File: config.mk
export PLATFORM = sky130hd
export DESIGN_NAME = vsc_syscon
export DESIGN_NICKNAME = d
export VERILOG_FILES = /design/src/vsc_pkg.sv /design/src/vsc_syscon.sv
export SDC_FILE = /design/constraint.sdc
export NUM_CORES = 1
export LEC_CHECK = 0
export BUFFER_PORTS_ARGS = -buffer_cell sky130_fd_sc_hd__buf_2
export CORE_ASPECT_RATIO = 1.2
export CORE_MARGIN = 1.5
export CORE_UTILIZATION = 48
export DETAILED_ROUTE_END_ITERATION = 6
export GPL_TIMING_DRIVEN = 1
export PLACE_DENSITY = 0.8
export SLEW_MARGIN = 20
export SYNTH_ARGS = -nofsm -noshare
export SYNTH_HDL_FRONTEND = slang
export SYNTH_SLANG_ARGS = --single-unit
File: constraint.sdc
create_clock -name i_ref_clk -period 2.87 [get_ports i_ref_clk]
set_clock_uncertainty 0.15 [all_clocks]
set_input_delay 0.4305 -clock i_ref_clk [delete_from_list [all_inputs] [get_ports i_ref_clk]]
set_output_delay 0.4305 -clock i_ref_clk [all_outputs]
set_load 0.05 [all_outputs]
File: src/vsc_pkg.sv
// package of constants and carrier types for the syscon and strap configuration block
package vsc_pkg;

  // register byte offsets on the wishbone bus
  localparam logic [7:0] VSC_OFS_STATUS  = 8'h00;  // status_reg_one, read only
  localparam logic [7:0] VSC_OFS_MODE    = 8'h04;  // mode register
  localparam logic [7:0] VSC_OFS_GENERAL_CONTROL_REG  = 8'h08;  // general_control_reg
  localparam logic [7:0] VSC_OFS_L7IE    = 8'h0c;  // level_seven_enable_reg
  localparam logic [7:0] VSC_OFS_VIE     = 8'h10;  // vme_irq_enable_reg
  localparam logic [7:0] VSC_OFS_BASE    = 8'h14;  // slave_base_addr_reg
  localparam logic [7:0] VSC_OFS_ISOCTL  = 8'h18;  // isolation control

  // status field positions
  localparam int VSC_ST_SYSCON   = 0;
  localparam int VSC_ST_CFG1     = 1;
  localparam int VSC_ST_CFG2     = 2;
  localparam int VSC_ST_ISO      = 3;
  localparam int VSC_ST_AUTOBASE = 4;
  localparam int VSC_ST_OFFRST   = 5;

  // control field positions
  localparam int VSC_MODE_RMWSEL = 0;  // 1 selects retry, 0 rmw cycle pin
  localparam int VSC_GEN_I1ISO   = 0;  // irq1_isolation_select
  localparam int VSC_L7_ISOEN    = 0;  // isolation_irq_enable
  localparam int VSC_VIE_L1      = 1;  // level 1 enable bit
  localparam int VSC_ISO_SOFT    = 0;  // soft_isolation_bit
  localparam int VSC_ISO_A24EN   = 1;  // a24 slave image enable
  localparam int VSC_ISO_A32EN   = 2;  // a32 slave image enable

  // reset values
  localparam logic       VSC_RST_RMWSEL = 1'b0;  // rmw cycle function after reset
  localparam logic       VSC_RST_I1ISO  = 1'b1;  // irq1 starts as isolation initiator
  localparam logic [7:0] VSC_RST_L7IE   = 8'h00;
  localparam logic [7:0] VSC_RST_VIE    = 8'h00;
  localparam logic [31:0] VSC_RST_BASE  = 32'h0000_0000;
  localparam logic [7:0] VSC_RST_ISOCTL = 8'h01;  // reset itself enters isolation

  // wishbone request carrier
  typedef struct packed {
    logic        cyc;
    logic        stb;
    logic        we;
    logic [7:0]  adr;
    logic [3:0]  sel;
    logic [31:0] dat;
  } vsc_wb_req_t;

  // local bus register request carrier
  typedef struct packed {
    logic        strobe;
    logic        we;
    logic [7:0]  adr;
    logic [31:0] dat;
  } vsc_lb_req_t;

endpackage

File: src/vsc_syscon.sv
// syscon detect, grant reuse, dual pin, bus isolation and auto base strap logic
// Behaviour
// - sample syscon grant at reset, low means syscon
// - syscon uses offcard grant as reset input
// - syscon exposes config grants in status only
// - mode bit picks retry or rmw pin
// - rmw pin bidirectional, strobe direction steers buffer
// - retry mode never drives dual pin
// - isolation from reset, pin, soft bit, irq1
// - irq1 is isolation initiator after reset
// - irq1 isolation raises enabled level seven interrupt
// - irq1 plain source raises enabled level one
// - clearing select bit makes irq1 interrupt only
// - auto base when fc2 high, fc0 low
// - auto base loads base register, enables slave
// - vme register access forwarded as local cycle
// - selected register access ended by size acknowledge
// - register access through a24 or a32 images
`timescale 1ns/100ps
module vsc_syscon
  import vsc_pkg::*;
(
  // clock and reset
  input  wire logic        i_ref_clk,
  input  wire logic        i_rst_b,
  // power-on reset and strap pins
  input  wire logic        i_power_on_reset_in_b,
  input  wire logic        i_local_function_code_2,
  input  wire logic        i_local_function_code_0,
  input  wire logic [31:0] i_local_data,
  // bus grant inputs, active low
  input  wire logic        i_syscon_detect_grant_in_b,
  input  wire logic        i_offcard_reset_grant_in_b,
  input  wire logic        i_config_grant_in_first_b,
  input  wire logic        i_config_grant_in_second_b,
  // isolation and irq1 inputs, active low
  input  wire logic        i_isolation_trigger_pin_b,
  input  wire logic        i_irq1_b,
  // dual purpose pin and strobe direction from vme master logic
  input  wire logic        i_rmw_cycle_pin_in_b,
  input  wire logic        i_rmw_drive_req,
  input  wire logic        i_strobe_out_req,
  // forwarded vme slave access
  input  wire logic        i_vme_slave_req,
  input  wire logic        i_vme_slave_a32,
  input  wire logic        i_vme_slave_we,
  input  wire logic [7:0]  i_vme_slave_adr,
  input  wire logic [31:0] i_vme_slave_dat,
  // local bus register access
  input  wire logic        i_device_chip_select,
  input  wire logic        i_local_strobe,
  input  wire logic        i_local_we,
  input  wire logic [7:0]  i_local_adr,
  input  wire logic [31:0] i_local_wdat,
  // wishbone slave
  input  wire vsc_wb_req_t i_wb,
  output logic             o_wb_ack,
  output logic [31:0]      o_wb_dat,
  // status outputs
  output logic             o_syscon,
  output logic             o_offcard_sys_reset,
  output logic             o_bus_isolation_mode,
  output logic             o_retry_in,
  output logic             o_rmw_cycle_pin_out_b,
  output logic             o_rmw_cycle_pin_oe,
  output logic             o_strobe_buffer_direction,
  output logic             o_level7_irq,
  output logic             o_level1_irq,
  output vsc_lb_req_t      o_local_cycle,
  output logic             o_local_size_ack,
  output logic [31:0]      o_local_rdat
);

  // register state
  logic        syscon_q;        // latched syscon decision
  logic        sampled_q;       // sample taken since reset
  logic        rmwsel_q;        // 1 retry, 0 rmw pin
  logic        i1iso_q;         // irq1 isolation select
  logic [7:0]  l7ie_q;          // level seven enables
  logic [7:0]  vie_q;           // vme irq enables
  logic [31:0] base_q;          // slave base address
  logic [7:0]  isoctl_q;        // soft isolation and image enables
  logic        autobase_q;      // auto base option taken
  logic        pwr_q;           // delayed power-on reset level
  logic        ack_q;           // wishbone ack
  logic        lack_q;          // local size ack
  logic [31:0] rdat_q;          // wishbone read data
  logic [31:0] lrdat_q;         // local read data
  vsc_lb_req_t lcyc_q;          // forwarded local cycle
  logic        wb_wr;           // wishbone write strobe
  logic        lb_wr;           // local write strobe
  logic        pwr_rise;        // power-on reset release edge
  logic        auto_strap;      // strap combination present

  // register read mux, shared by both ports
  function automatic logic [31:0] rd_mux(input logic [7:0] a);
    rd_mux = 32'h0000_0000;
    case (a)
      VSC_OFS_STATUS: begin
        rd_mux[VSC_ST_SYSCON]   = syscon_q;
        // config grants visible only to software when syscon
        rd_mux[VSC_ST_CFG1]     = syscon_q & ~i_config_grant_in_first_b;
        rd_mux[VSC_ST_CFG2]     = syscon_q & ~i_config_grant_in_second_b;
        rd_mux[VSC_ST_ISO]      = o_bus_isolation_mode;
        rd_mux[VSC_ST_AUTOBASE] = autobase_q;
        rd_mux[VSC_ST_OFFRST]   = o_offcard_sys_reset;
      end
      VSC_OFS_MODE:   rd_mux[VSC_MODE_RMWSEL] = rmwsel_q;
      VSC_OFS_GENERAL_CONTROL_REG: rd_mux[VSC_GEN_I1ISO]   = i1iso_q;
      VSC_OFS_L7IE:   rd_mux[7:0] = l7ie_q;
      VSC_OFS_VIE:    rd_mux[7:0] = vie_q;
      VSC_OFS_BASE:   rd_mux = base_q;
      VSC_OFS_ISOCTL: rd_mux[7:0] = isoctl_q;
      default:        rd_mux = 32'h0000_0000;
    endcase
  endfunction

  // write strobes; a local write wins over wishbone in the same cycle
  assign wb_wr      = i_wb.cyc & i_wb.stb & i_wb.we & ~ack_q & i_wb.sel[0];
  assign lb_wr      = i_device_chip_select & i_local_strobe & i_local_we & ~lack_q;
  assign pwr_rise   = i_power_on_reset_in_b & ~pwr_q;
  assign auto_strap = i_local_function_code_2 & ~i_local_function_code_0;

  // syscon sample on first clock after reset release
  // sample detect grant
  always_ff @(posedge i_ref_clk or negedge i_rst_b) begin
    if (!i_rst_b) begin
      syscon_q  <= 1'b0;
      sampled_q <= 1'b0;
    end else if (!sampled_q) begin
      syscon_q  <= ~i_syscon_detect_grant_in_b;
      sampled_q <= 1'b1;
    end
  end

  assign o_offcard_sys_reset = syscon_q & ~i_offcard_reset_grant_in_b;
  assign o_syscon = syscon_q;

  // power-on reset edge tracker
  // resets to the idle high level so a system reset alone never fakes a strap edge
  always_ff @(posedge i_ref_clk or negedge i_rst_b) begin
    if (!i_rst_b) begin
      pwr_q <= 1'b1;
    end else begin
      pwr_q <= i_power_on_reset_in_b;
    end
  end

  // control registers written from wishbone or local bus
  // mode bit select
  always_ff @(posedge i_ref_clk or negedge i_rst_b) begin
    if (!i_rst_b) begin
      rmwsel_q <= VSC_RST_RMWSEL;
      i1iso_q  <= VSC_RST_I1ISO;
      l7ie_q   <= VSC_RST_L7IE;
      vie_q    <= VSC_RST_VIE;
      isoctl_q <= VSC_RST_ISOCTL;
    end else if (pwr_rise && auto_strap) begin
      isoctl_q[VSC_ISO_A24EN] <= 1'b1;
      isoctl_q[VSC_ISO_A32EN] <= 1'b1;
    end else if (lb_wr || wb_wr) begin
      case (lb_wr ? i_local_adr : i_wb.adr)
        VSC_OFS_MODE:   rmwsel_q <= lb_wr ? i_local_wdat[VSC_MODE_RMWSEL]
                                          : i_wb.dat[VSC_MODE_RMWSEL];
        VSC_OFS_GENERAL_CONTROL_REG: i1iso_q  <= lb_wr ? i_local_wdat[VSC_GEN_I1ISO]
                                          : i_wb.dat[VSC_GEN_I1ISO];
        VSC_OFS_L7IE:   l7ie_q   <= lb_wr ? i_local_wdat[7:0] : i_wb.dat[7:0];
        VSC_OFS_VIE:    vie_q    <= lb_wr ? i_local_wdat[7:0] : i_wb.dat[7:0];
        VSC_OFS_ISOCTL: isoctl_q <= lb_wr ? i_local_wdat[7:0] : i_wb.dat[7:0];
        default: ;  // read-only status, base (loaded in its own block) or unmapped offset
      endcase
    end
  end

  // base register, strap load at power-on release
  // strap decode at edge
  always_ff @(posedge i_ref_clk or negedge i_rst_b) begin
    if (!i_rst_b) begin
      base_q     <= VSC_RST_BASE;
      autobase_q <= 1'b0;
    end else if (pwr_rise && auto_strap) begin
      base_q     <= i_local_data;
      autobase_q <= 1'b1;
    end else if (lb_wr && i_local_adr == VSC_OFS_BASE) begin
      base_q <= i_local_wdat;
    end else if (wb_wr && i_wb.adr == VSC_OFS_BASE) begin
      base_q <= i_wb.dat;
    end
  end

  // dual purpose pin handling
  // rmw pin bidirectional
  assign o_rmw_cycle_pin_out_b     = 1'b0;
  assign o_rmw_cycle_pin_oe        = ~rmwsel_q & i_rmw_drive_req;
  assign o_strobe_buffer_direction = i_strobe_out_req | o_rmw_cycle_pin_oe;
  assign o_retry_in                = rmwsel_q & ~i_rmw_cycle_pin_in_b;

  assign o_bus_isolation_mode = isoctl_q[VSC_ISO_SOFT] | ~i_isolation_trigger_pin_b
                              | (i1iso_q & ~i_irq1_b);

  assign o_level7_irq = i1iso_q & ~i_irq1_b & l7ie_q[VSC_L7_ISOEN];
  assign o_level1_irq = ~i1iso_q & ~i_irq1_b & vie_q[VSC_VIE_L1];

  // forward vme register access as local cycle
  // a24 or a32 image
  always_ff @(posedge i_ref_clk or negedge i_rst_b) begin
    if (!i_rst_b) begin
      lcyc_q <= '0;
    end else begin
      lcyc_q.strobe <= i_vme_slave_req & (i_vme_slave_a32 ? isoctl_q[VSC_ISO_A32EN]
                                                          : isoctl_q[VSC_ISO_A24EN]);
      lcyc_q.we     <= i_vme_slave_we;
      lcyc_q.adr    <= i_vme_slave_adr;
      lcyc_q.dat    <= i_vme_slave_dat;
    end
  end
  assign o_local_cycle = lcyc_q;

  // local slave answer, relies on outside chip select decode
  // chip select from decode
  always_ff @(posedge i_ref_clk or negedge i_rst_b) begin
    if (!i_rst_b) begin
      lack_q  <= 1'b0;
      lrdat_q <= 32'h0000_0000;
    end else begin
      lack_q  <= i_device_chip_select & i_local_strobe & ~lack_q;
      lrdat_q <= rd_mux(i_local_adr);
    end
  end
  assign o_local_size_ack = lack_q;
  assign o_local_rdat     = lrdat_q;

  // wishbone slave: one wait cycle, ack then drop
  always_ff @(posedge i_ref_clk or negedge i_rst_b) begin
    if (!i_rst_b) begin
      ack_q  <= 1'b0;
      rdat_q <= 32'h0000_0000;
    end else begin
      ack_q  <= i_wb.cyc & i_wb.stb & ~ack_q;
      rdat_q <= rd_mux(i_wb.adr);
    end
  end
  assign o_wb_ack = ack_q;
  assign o_wb_dat = rdat_q;

endmodule

# Word level (Yosys, flattened, before mapping)
# Cells that the tools add are included.
# totals
word_cells	107
out_inout_bits	117
register_bits	170
# op_classes
n_bitwise	38
muxes	18
reduce_logical	15
n_eq_ne	17
# ops
op	count
two-way mux 32 bit	3
equality test 8 x 5 -> 1 bit, second input constant	8
one-hot mux 5 bit (5 select lines)	2
equality test 8 x 4 -> 1 bit, second input constant	6
two-way mux 24 bit	2
equality test 8 x 3 -> 1 bit, second input constant	3
bitwise AND 1 bit	21
zero test 8 bit	2
two-way mux 8 bit	2
one-hot mux 2 bit (4 select lines)	2
AND reduction 3 bit	5
inverter 1 bit	14
one-hot mux 1 bit (7 select lines)	2
two-way mux 3 bit	2
nonzero test 2 bit	2
logical AND 1 bit	3
bitwise OR 1 bit	3
nonzero test 3 bit	1
two-way mux 1 bit	2
two-way mux 2 bit	1
AND reduction 2 bit	1
logical OR 1 bit	1

# Depth between registers and ports, before layout
# Gate-level depths: netlist (run 1).
# logic_depth
word_depth	8
ltp_mapped	8
ltp_nobuf	5

# Worst setup path after synthesis (run 1)
# OpenSTA, ideal clock, no wires.
# synth_timing
path_type	input -> register
startpoint	input port i_local_adr[5]
endpoint	register isoctl_q[3]
setup_time_ns	0.125
t_arrival_ns	2.108
path_buffers	2
stages	7
path_slack_ns	0.486
cell_sequence	or4b_1 -> buf_2 -> nor3_2 -> a21o_1 -> or3b_1 -> buf_6 -> mux2_4
# synth_between
elab_chain_len	3
# synth_rtl
element	line	source
start, declared	vsc_syscon.sv:53	input wire logic [7:0] i_local_adr,
two-way mux 8 bit	vsc_syscon.sv:162	case (lb_wr ? i_local_adr : i_wb.adr)
equality test 8 x 5 -> 1 bit	vsc_syscon.sv:162	
AND reduction 3 bit (no line)	--	
end signal, assigned	vsc_syscon.sv:169	VSC_OFS_ISOCTL: isoctl_q <= lb_wr ? i_local_wdat[7:0] : i_wb.dat[7:0];
end, declared	vsc_syscon.sv:82	logic [7:0] isoctl_q;
# Every way passes these cells.
# A chain may end at the register's enable or synchronous reset.

# Final worst setup path (run 1)
# layout_timing
startpoint	input port i_power_on_reset_in_b
endpoint	register vie_q[2]
# layout_between
elab_chain_len	4
# layout_rtl
element	line	source
start, declared	vsc_syscon.sv:27	input wire logic i_power_on_reset_in_b,
bitwise AND 1 bit	vsc_syscon.sv:121	assign pwr_rise = i_power_on_reset_in_b & ~pwr_q;
logical AND 1 bit	vsc_syscon.sv:158	end else if (pwr_rise && auto_strap) begin
inverter 1 bit (no line)	--	
AND reduction 3 bit (no line)	--	
end signal, assigned	vsc_syscon.sv:168	VSC_OFS_VIE: vie_q <= lb_wr ? i_local_wdat[7:0] : i_wb.dat[7:0];
end, declared	vsc_syscon.sv:80	logic [7:0] vie_q;
# Every way passes these cells.

==> results.json, run 1 <==
{
  "drive_above_1_share_pct": 40.44,
  "cp.required_ns": 3.03,
  "setup_viol": 0,
  "cts_root_buf": "clkbuf_16",
  "peakVddDrop_uv": 348.1,
  "die_y_um": 135.2,
  "die_area_sq_um": 15300,
  "grt_setup_unrepaired": "false",
  "grt_overflow": 0,
  "crit_fanout": 8,
  "ctsHoldBuffers": 43,
  "end_kind": "flop",
  "synth-main-ff-cell": "dfrtp_1",
  "clk_latency_ns": 0.43,
  "wl_per_cell_um": 19.71,
  "cts.repair.resized": 0,
  "worstHoldPathCells": 2,
  "dr_total_vias": 6150,
  "synth_edf_count": 0,
  "area_growth_pct": 39.26,
  "synth_top_area_share_pct": 59.77,
  "min-delay-start": "i_syscon_detect_grant_in_b",
  "final_common_cell": "buf_2",
  "synth.net_count": 773,
  "syn_area_per_cell_sq_um": 11.77,
  "synthCells": 594,
  "cts_setup_buffers": 0,
  "chipWidth_um": 113.2,
  "finalNetCount": 1114,
  "layout.cells.non_filler": 1125,
  "synth_cell_types": 54,
  "drc": 0,
  "final_cell_mix": "290 x buf_2, 167 x dfrtp_1, 50 x nor2_1, 50 x nand2_1, 50 x and2_1",
  "dp_hpwl_mm": 14.82,
  "cts_buffers": 17,
  "hold_class": "input pin to flop",
  "htreeDepth": 4,
  "port_buffers": 291,
  "hold_viol_final": 0,
  "via_per_inst": 5.467,
  "critPathLaunch": "i_power_on_reset_in_b",
  "drt_wl_total_mm": 22.18,
  "fp.coreArea_sq_um": 14290,
  "drtIter0Drc": 439,
  "min_period_over_period_pct": 83.76,
  "regToRegStartpoint": "o_local_size_ack",
  "power_frac_comb_pct": 13.0,
  "power_switching_mw": 1.494,
  "fillers": 1070,
  "grt_pass1_vias": 6341,
  "ys_seq_area_share_pct": 60.90,
  "max_stage_delay_ns": 0.53,
  "power.share.switching_pct": 27.22,
  "netlist_area_sq_um": 6992,
  "final_antenna_net_count": 0,
  "max_freq_mhz": 416.0,
  "worstRegToRegCells": 5,
  "status": "finished, final reports clean",
  "p_int_mw": 3.995,
  "globalplace.congestion": 0.9419,
  "place_inst": 1048,
  "antenna_found_initial": 3,
  "leakage_nw": 5.236,
  "worstMarginPinSlew_ns": 0.9910,
  "yosysTopAreaCell": "dfrtp_1",
  "rows": 48,
  "cp_cell_sequence": "dlygate4sd3_1 -> buf_2 -> nor4bb_4 -> nor2_1 -> a31oi_1 -> or2b_1 -> mux2_2",
  "synth-seq-cells": 170,
  "critPathKind": "input pin to flop",
  "path_buf_inv": 2,
  "seqPwrFrac_pct": 48.1,
  "crit_arrival_ns": 2.56,
  "p_clk_share_pct": 38.9,
  "clock_path_buffers": 2,
  "cts_tree": "built",
  "start_util_pct": 48.91,
  "cts.reportedPaths.clkPinSlew_ns": 0.07,
  "drtPass1Iterations": 5,
  "start_kind": "input pin",
  "synthArstFlopShare_pct": 100.0,
  "io_pins": 296,
  "max_slew_margin_pct": 33.79,
  "cp_num_cells": 7,
  "grt_max_degree": 66,
  "grt_usage_pct": 29.33,
  "synth_area_leaders": "dfrtp_1 60%, mux2i_1 6.9%, and2_1 4.5%",
  "power_density_nw_per_um2": 563.8,
  "min_period_ns": 2.404,
  "yosysWarnings": 0,
  "grt_pass1_wl_mm": 33.91,
  "crit_family": "simple AND/OR/NAND/NOR gates",
  "cap_violations": 0,
  "cts_sinks": 170,
  "crit_slowest_cell": "dlygate4sd3_1",
  "finalSetupTns_ns": 0,
  "slew_viol_final": 0
}
## cells by family (layout without fill, tap and decap cells)
logic type | count (synthesis) | count (layout) | share of synthesized area [%]
simple gates | 225 | 225 | 16.77
buf+inv | 41 | 394 | 2.452
compound gates | 81 | 81 | 8.232
other cells | 2 | 5 | 0.1074
mux | 75 | 75 | 11.54
flops | 170 | 170 | 60.90
## worst reg2reg max path: cells and delay by family (launching register included)
kind,cells,cell delay (ns)
AND/OR/NAND/NOR,3,1.25
flip-flops,1,0.39
multiplexers,1,0.35
AO/OA/AOI/OAI,1,0.13
## through the flow
step / util [%] / cell area, sq um / hold WS (ns) / power, mW / setup slack [ns]
after detailed placement: 61.23 / 8752 / 0.2391 / 3.338 / 0.1474
final: 68.12 / 9737 / 0.02609 / 5.490 / 0.4660
after CTS: 68.07 / 9729 / 0.008278 / 5.516 / 0.4923
after global placement: 61.23 / 8752 / 0.2294 / 3.316 / 0.1818
after floorplan: - / 6992 / -0.01509 / 3.013 / 0.4864
after global routing: 68.12 / 9737 / 0.03437 / 5.694 / 0.3713
## routing by layer
metal	share of wire (%)	vias up	global-route usage, %
li1	-	2769	-
met1	38	2974	33.88
met2	50	341	50.44
met3	7.6	66	7.159
met4	4.3	0	15.76
met5	0	-	0
## synth_stat cells, types with 3 or more instances
master / count
clkbuf_1: 25
inv_1: 7
a22oi_1: 9
nor2_1: 50
and2_1: 50
buf_2: 5
nor2b_1: 8
nor3_1: 38
mux2i_1: 48
a32oi_1: 3
mux2_2: 21
nand2_1: 51
nor4_1: 5
a21oi_1: 8
mux2_4: 6
dfrtp_1: 167
a211oi_1: 32
dfstp_2: 3
o21ai_0: 13
## cell type report
| type | instances | area, sq um | share of cell area, % |
|---|---|---|---|
| inverter | 7 | 26.28 | 0.2699 |
| multi-input combinational | 383 | 2596 | 26.66 |
| timing repair buffer | 356 | 2083 | 21.40 |
| sequential | 170 | 4258 | 43.73 |
| tap | 175 | 219.0 | 2.249 |
| clock buffer | 20 | 456.7 | 4.690 |
| antenna | 3 | 7.507 | 0.07710 |
| clock inverter | 11 | 90.09 | 0.9252 |
## sequential cells by signal, indices dropped and copies added (netlist names), 8 cells and up
name,cells
isoctl_q,8
vie_q,8
o_local_rdat,32
base_q,32
l7ie_q,8
o_local_cycle,42
o_wb_dat,32
## power groups by stage
stage          sequential (mW)  combinational, mW  clock (mW)
6_report                  2.64              0.711        2.14
5_1_grt                   2.66              0.771        2.27
4_1_cts                   2.64              0.707        2.17
3_5_place_dp              2.68              0.659           0
3_3_place_gp              2.67              0.642           0
2_1_floorplan             2.77              0.238           0
## final timing paths
path,slack (ns),endpoint
max,0.47,vie_q[2]
min,0.03,o_syscon
max reg2reg,0.49,vie_q[2]
min reg2reg,0.30,o_wb_ack
max in group asynchronous,1.50,isoctl_q[0]
min in group asynchronous,0.34,o_wb_dat[1]
Power figures use the tool's default switching activity.
==> run 2, diff against run 1 <==
Settings changed: ABC_AREA from default to 1, CORE_UTILIZATION 48 to 44, PLACE_DENSITY 0.8 to 0.76.
Clock period 2.87 ns to 2.2 ns, I/O delays scaled along.
==> results.json, run 2 <==
{
  "chipWidth_um": 122.2,
  "grt_usage_pct": 23.88,
  "worstMarginPinSlew_ns": 0.5660,
  "cts.repair.resized": 0,
  "min_period_ns": 2.079,
  "die_y_um": 146.0,
  "via_per_inst": 4.732,
  "cts_root_buf": "clkbuf_16",
  "synth_edf_count": 0,
  "leakage_nw": 5.697,
  "hold_class": "input pin to flop",
  "antenna_found_initial": 0,
  "final_antenna_net_count": 0,
  "fp.coreArea_sq_um": 16790,
  "io_pins": 296,
  "area_growth_pct": 37.77,
  "grt_setup_unrepaired": "false",
  "end_kind": "output port",
  "final_cell_mix": "324 x nand2_1, 290 x buf_2, 167 x dfrtp_1, 86 x inv_1, 80 x nor2_1",
  "netlist_area_sq_um": 7496,
  "drive_above_1_share_pct": 31.81,
  "synth-seq-cells": 170,
  "grt_pass1_vias": 6804,
  "synth.most_common_cell": "nand2_1",
  "setup_viol": 0,
  "crit_arrival_ns": 1.60,
  "min_period_over_period_pct": 94.50,
  "wl_met3_mm": 1.151,
  "clock_path_buffers": 2,
  "critPathKind": "flop to output port",
  "yosysWarnings": 0,
  "htreeDepth": 4,
  "cts_sinks": 170,
  "synth-main-ff-cell": "dfrtp_1",
  "crit_fanout": 7,
  "drtPass1Iterations": 5,
  "peakVddDrop_uv": 511.0,
  "yosysTopAreaCell": "dfrtp_1",
  "grt_max_degree": 56,
  "drt_wl_total_mm": 20.65,
  "synth_area_leaders": "dfrtp_1 56%, nand2_1 16%, nand3_1 4.5%",
  "synth-xor-area-share_pct": 0,
  "wl_per_cell_um": 13.92,
  "cts_buffers": 17,
  "synthArstFlopShare_pct": 100.0,
  "grt_pass1_wl_mm": 33.02,
  "synth_top_family_by_area": "simple AND/OR/NAND/NOR gates",
  "wl_met2_mm": 10.24,
  "finalSetupTns_ns": 0,
  "layout.cells.non_filler": 1483,
  "synth_top_area_share_pct": 55.75,
  "syn_area_per_cell_sq_um": 8.255,
  "die_area_sq_um": 17830,
  "synth_cell_types": 32,
  "max_slew_margin_pct": 62.21,
  "dr_total_vias": 7017,
  "cap_violations": 0,
  "synthSimpleGateAreaFrac_pct": 31.33,
  "insertedDiodeCount": 0,
  "globalplace.congestion": 0.8935,
  "synth.net_count": 1087,
  "cp.required_ns": 1.72,
  "largest_reg_flops": 42,
  "synth.top_cells.by_count": "324 x nand2_1, 167 x dfrtp_1, 86 x inv_1",
  "hold_viol_final": 0,
  "place_inst": 1406,
  "finalNetCount": 1434,
  "cts_tree": "built",
  "cts.reportedPaths.clkPinSlew_ns": 0.07,
  "rows": 52,
  "wl_met1_mm": 8.552,
  "synth-compound-area-share_pct": 3.522,
  "start_kind": "flop",
  "drc": 0,
  "grt_overflow": 0,
  "synthCells": 908,
  "power_density_nw_per_um2": 700.3,
  "synth-adder-area-share_pct": 0,
  "synthMuxAreaShare_pct": 0,
  "final_common_cell": "nand2_1",
  "drtIter0Drc": 358,
  "max_freq_mhz": 481.0,
  "port_buffers": 291,
  "dp_hpwl_mm": 15.22,
  "status": "finished, final reports clean",
  "top_layer": "met4",
  "fin_util_pct": 61.52,
  "clk_latency_ns": 0.43,
  "ys_seq_area_share_pct": 56.80,
  "start_util_pct": 44.66,
  "slew_viol_final": 0
}
==> run 2: cell types whose count changed after synthesis, moves of 33 or more <==
cell,delta
and2_1,-50
nand2_1,+273
mux2i_1,-48
nand3_1,+66
or2_2,+33
inv_1,+79
==> run 2: repair_timing <==
| action | CTS | global route |
|---|---|---|
| hold buffers | 46 | 0 |
| endpoints found under the hold margin | 92 | 0 |
| setup buffers | 0 | 0 |
==> run 2: path summary, 6_finish.rpt <==
| path | start | to | slack, ns | cells after the start |
|---|---|---|---|---|
| setup reg to reg | o_local_size_ack | vie_q[6] | 0.16 | 8 |
| hold reg to reg | o_wb_ack | o_wb_ack | 0.32 | 1 |
| hold / removal | i_wb[45] | o_wb_ack | 0.01 | 3 |
| setup / recovery | o_syscon | o_offcard_sys_reset | 0.12 | 3 |
| min in group asynchronous | i_rst_b | o_local_rdat[16] | 0.27 | 2 |
| max in group asynchronous | i_rst_b | o_wb_dat[22] | 0.96 | 3 |
==> run 2: logic make-up (layout without fill, tap and decap cells) <==
family                 Yosys count  after routing
other                            2              2
buffers and inverters          148            507
AOI/OAI and AO/OA               46             46
DFF                            170            170
and+or+nand+nor                542            542
==> run 2: area by class of cell <==
class                           instances  area, sq um
Timing Repair Buffer                  356         2141
Clock inverter                         14        157.7
Tap cell                              216        270.3
Multi-Input combinational cell        590         2625
Fill cell                            1491         6459
Sequential cell                       170         4258
Clock buffer                           17        425.4
Inverter                              120        450.4
==> run 2: critical path, cell delays in order (launching register included) <==
cell	delay, ns
dfrtp_1	0.48
inv_1	0.09
nor2_1	0.27
buf_2	0.33
==> run 2: through the flow <==
step | hold WS (ns) | setup slack, ns | area (sq um) | power, mW
final | 0.01094 | 0.1210 | 10330 | 7.232
after detailed placement | 0.1834 | 0.1240 | 9284 | 4.335
after global placement | 0.1755 | 0.1605 | 9284 | 4.303
after floorplan | -0.1156 | 0.2138 | 7496 | 3.931
after CTS | 0.0002515 | 0.1099 | 10330 | 7.304
after global routing | 0.04918 | 0.004170 | 10330 | 7.557
==> run 2: layer usage <==
| layer | track usage [%] | up-vias |
|---|---|---|
| met3 | 3.958 | 47 |
| met2 | 40.42 | 250 |
| met4 | 10.87 | 0 |
| met5 | 0 | - |
| met1 | 29.75 | 3257 |
| li1 | - | 3463 |
==> run 2: report_power, final <==
| part | internal, mW | switching [mW] | total (mW) |
|---|---|---|---|
| clock network | 1.52 | 1.37 | 2.89 |
| logic | 0.346 | 0.585 | 0.931 |
| registers | 3.30 | 0.115 | 3.42 |
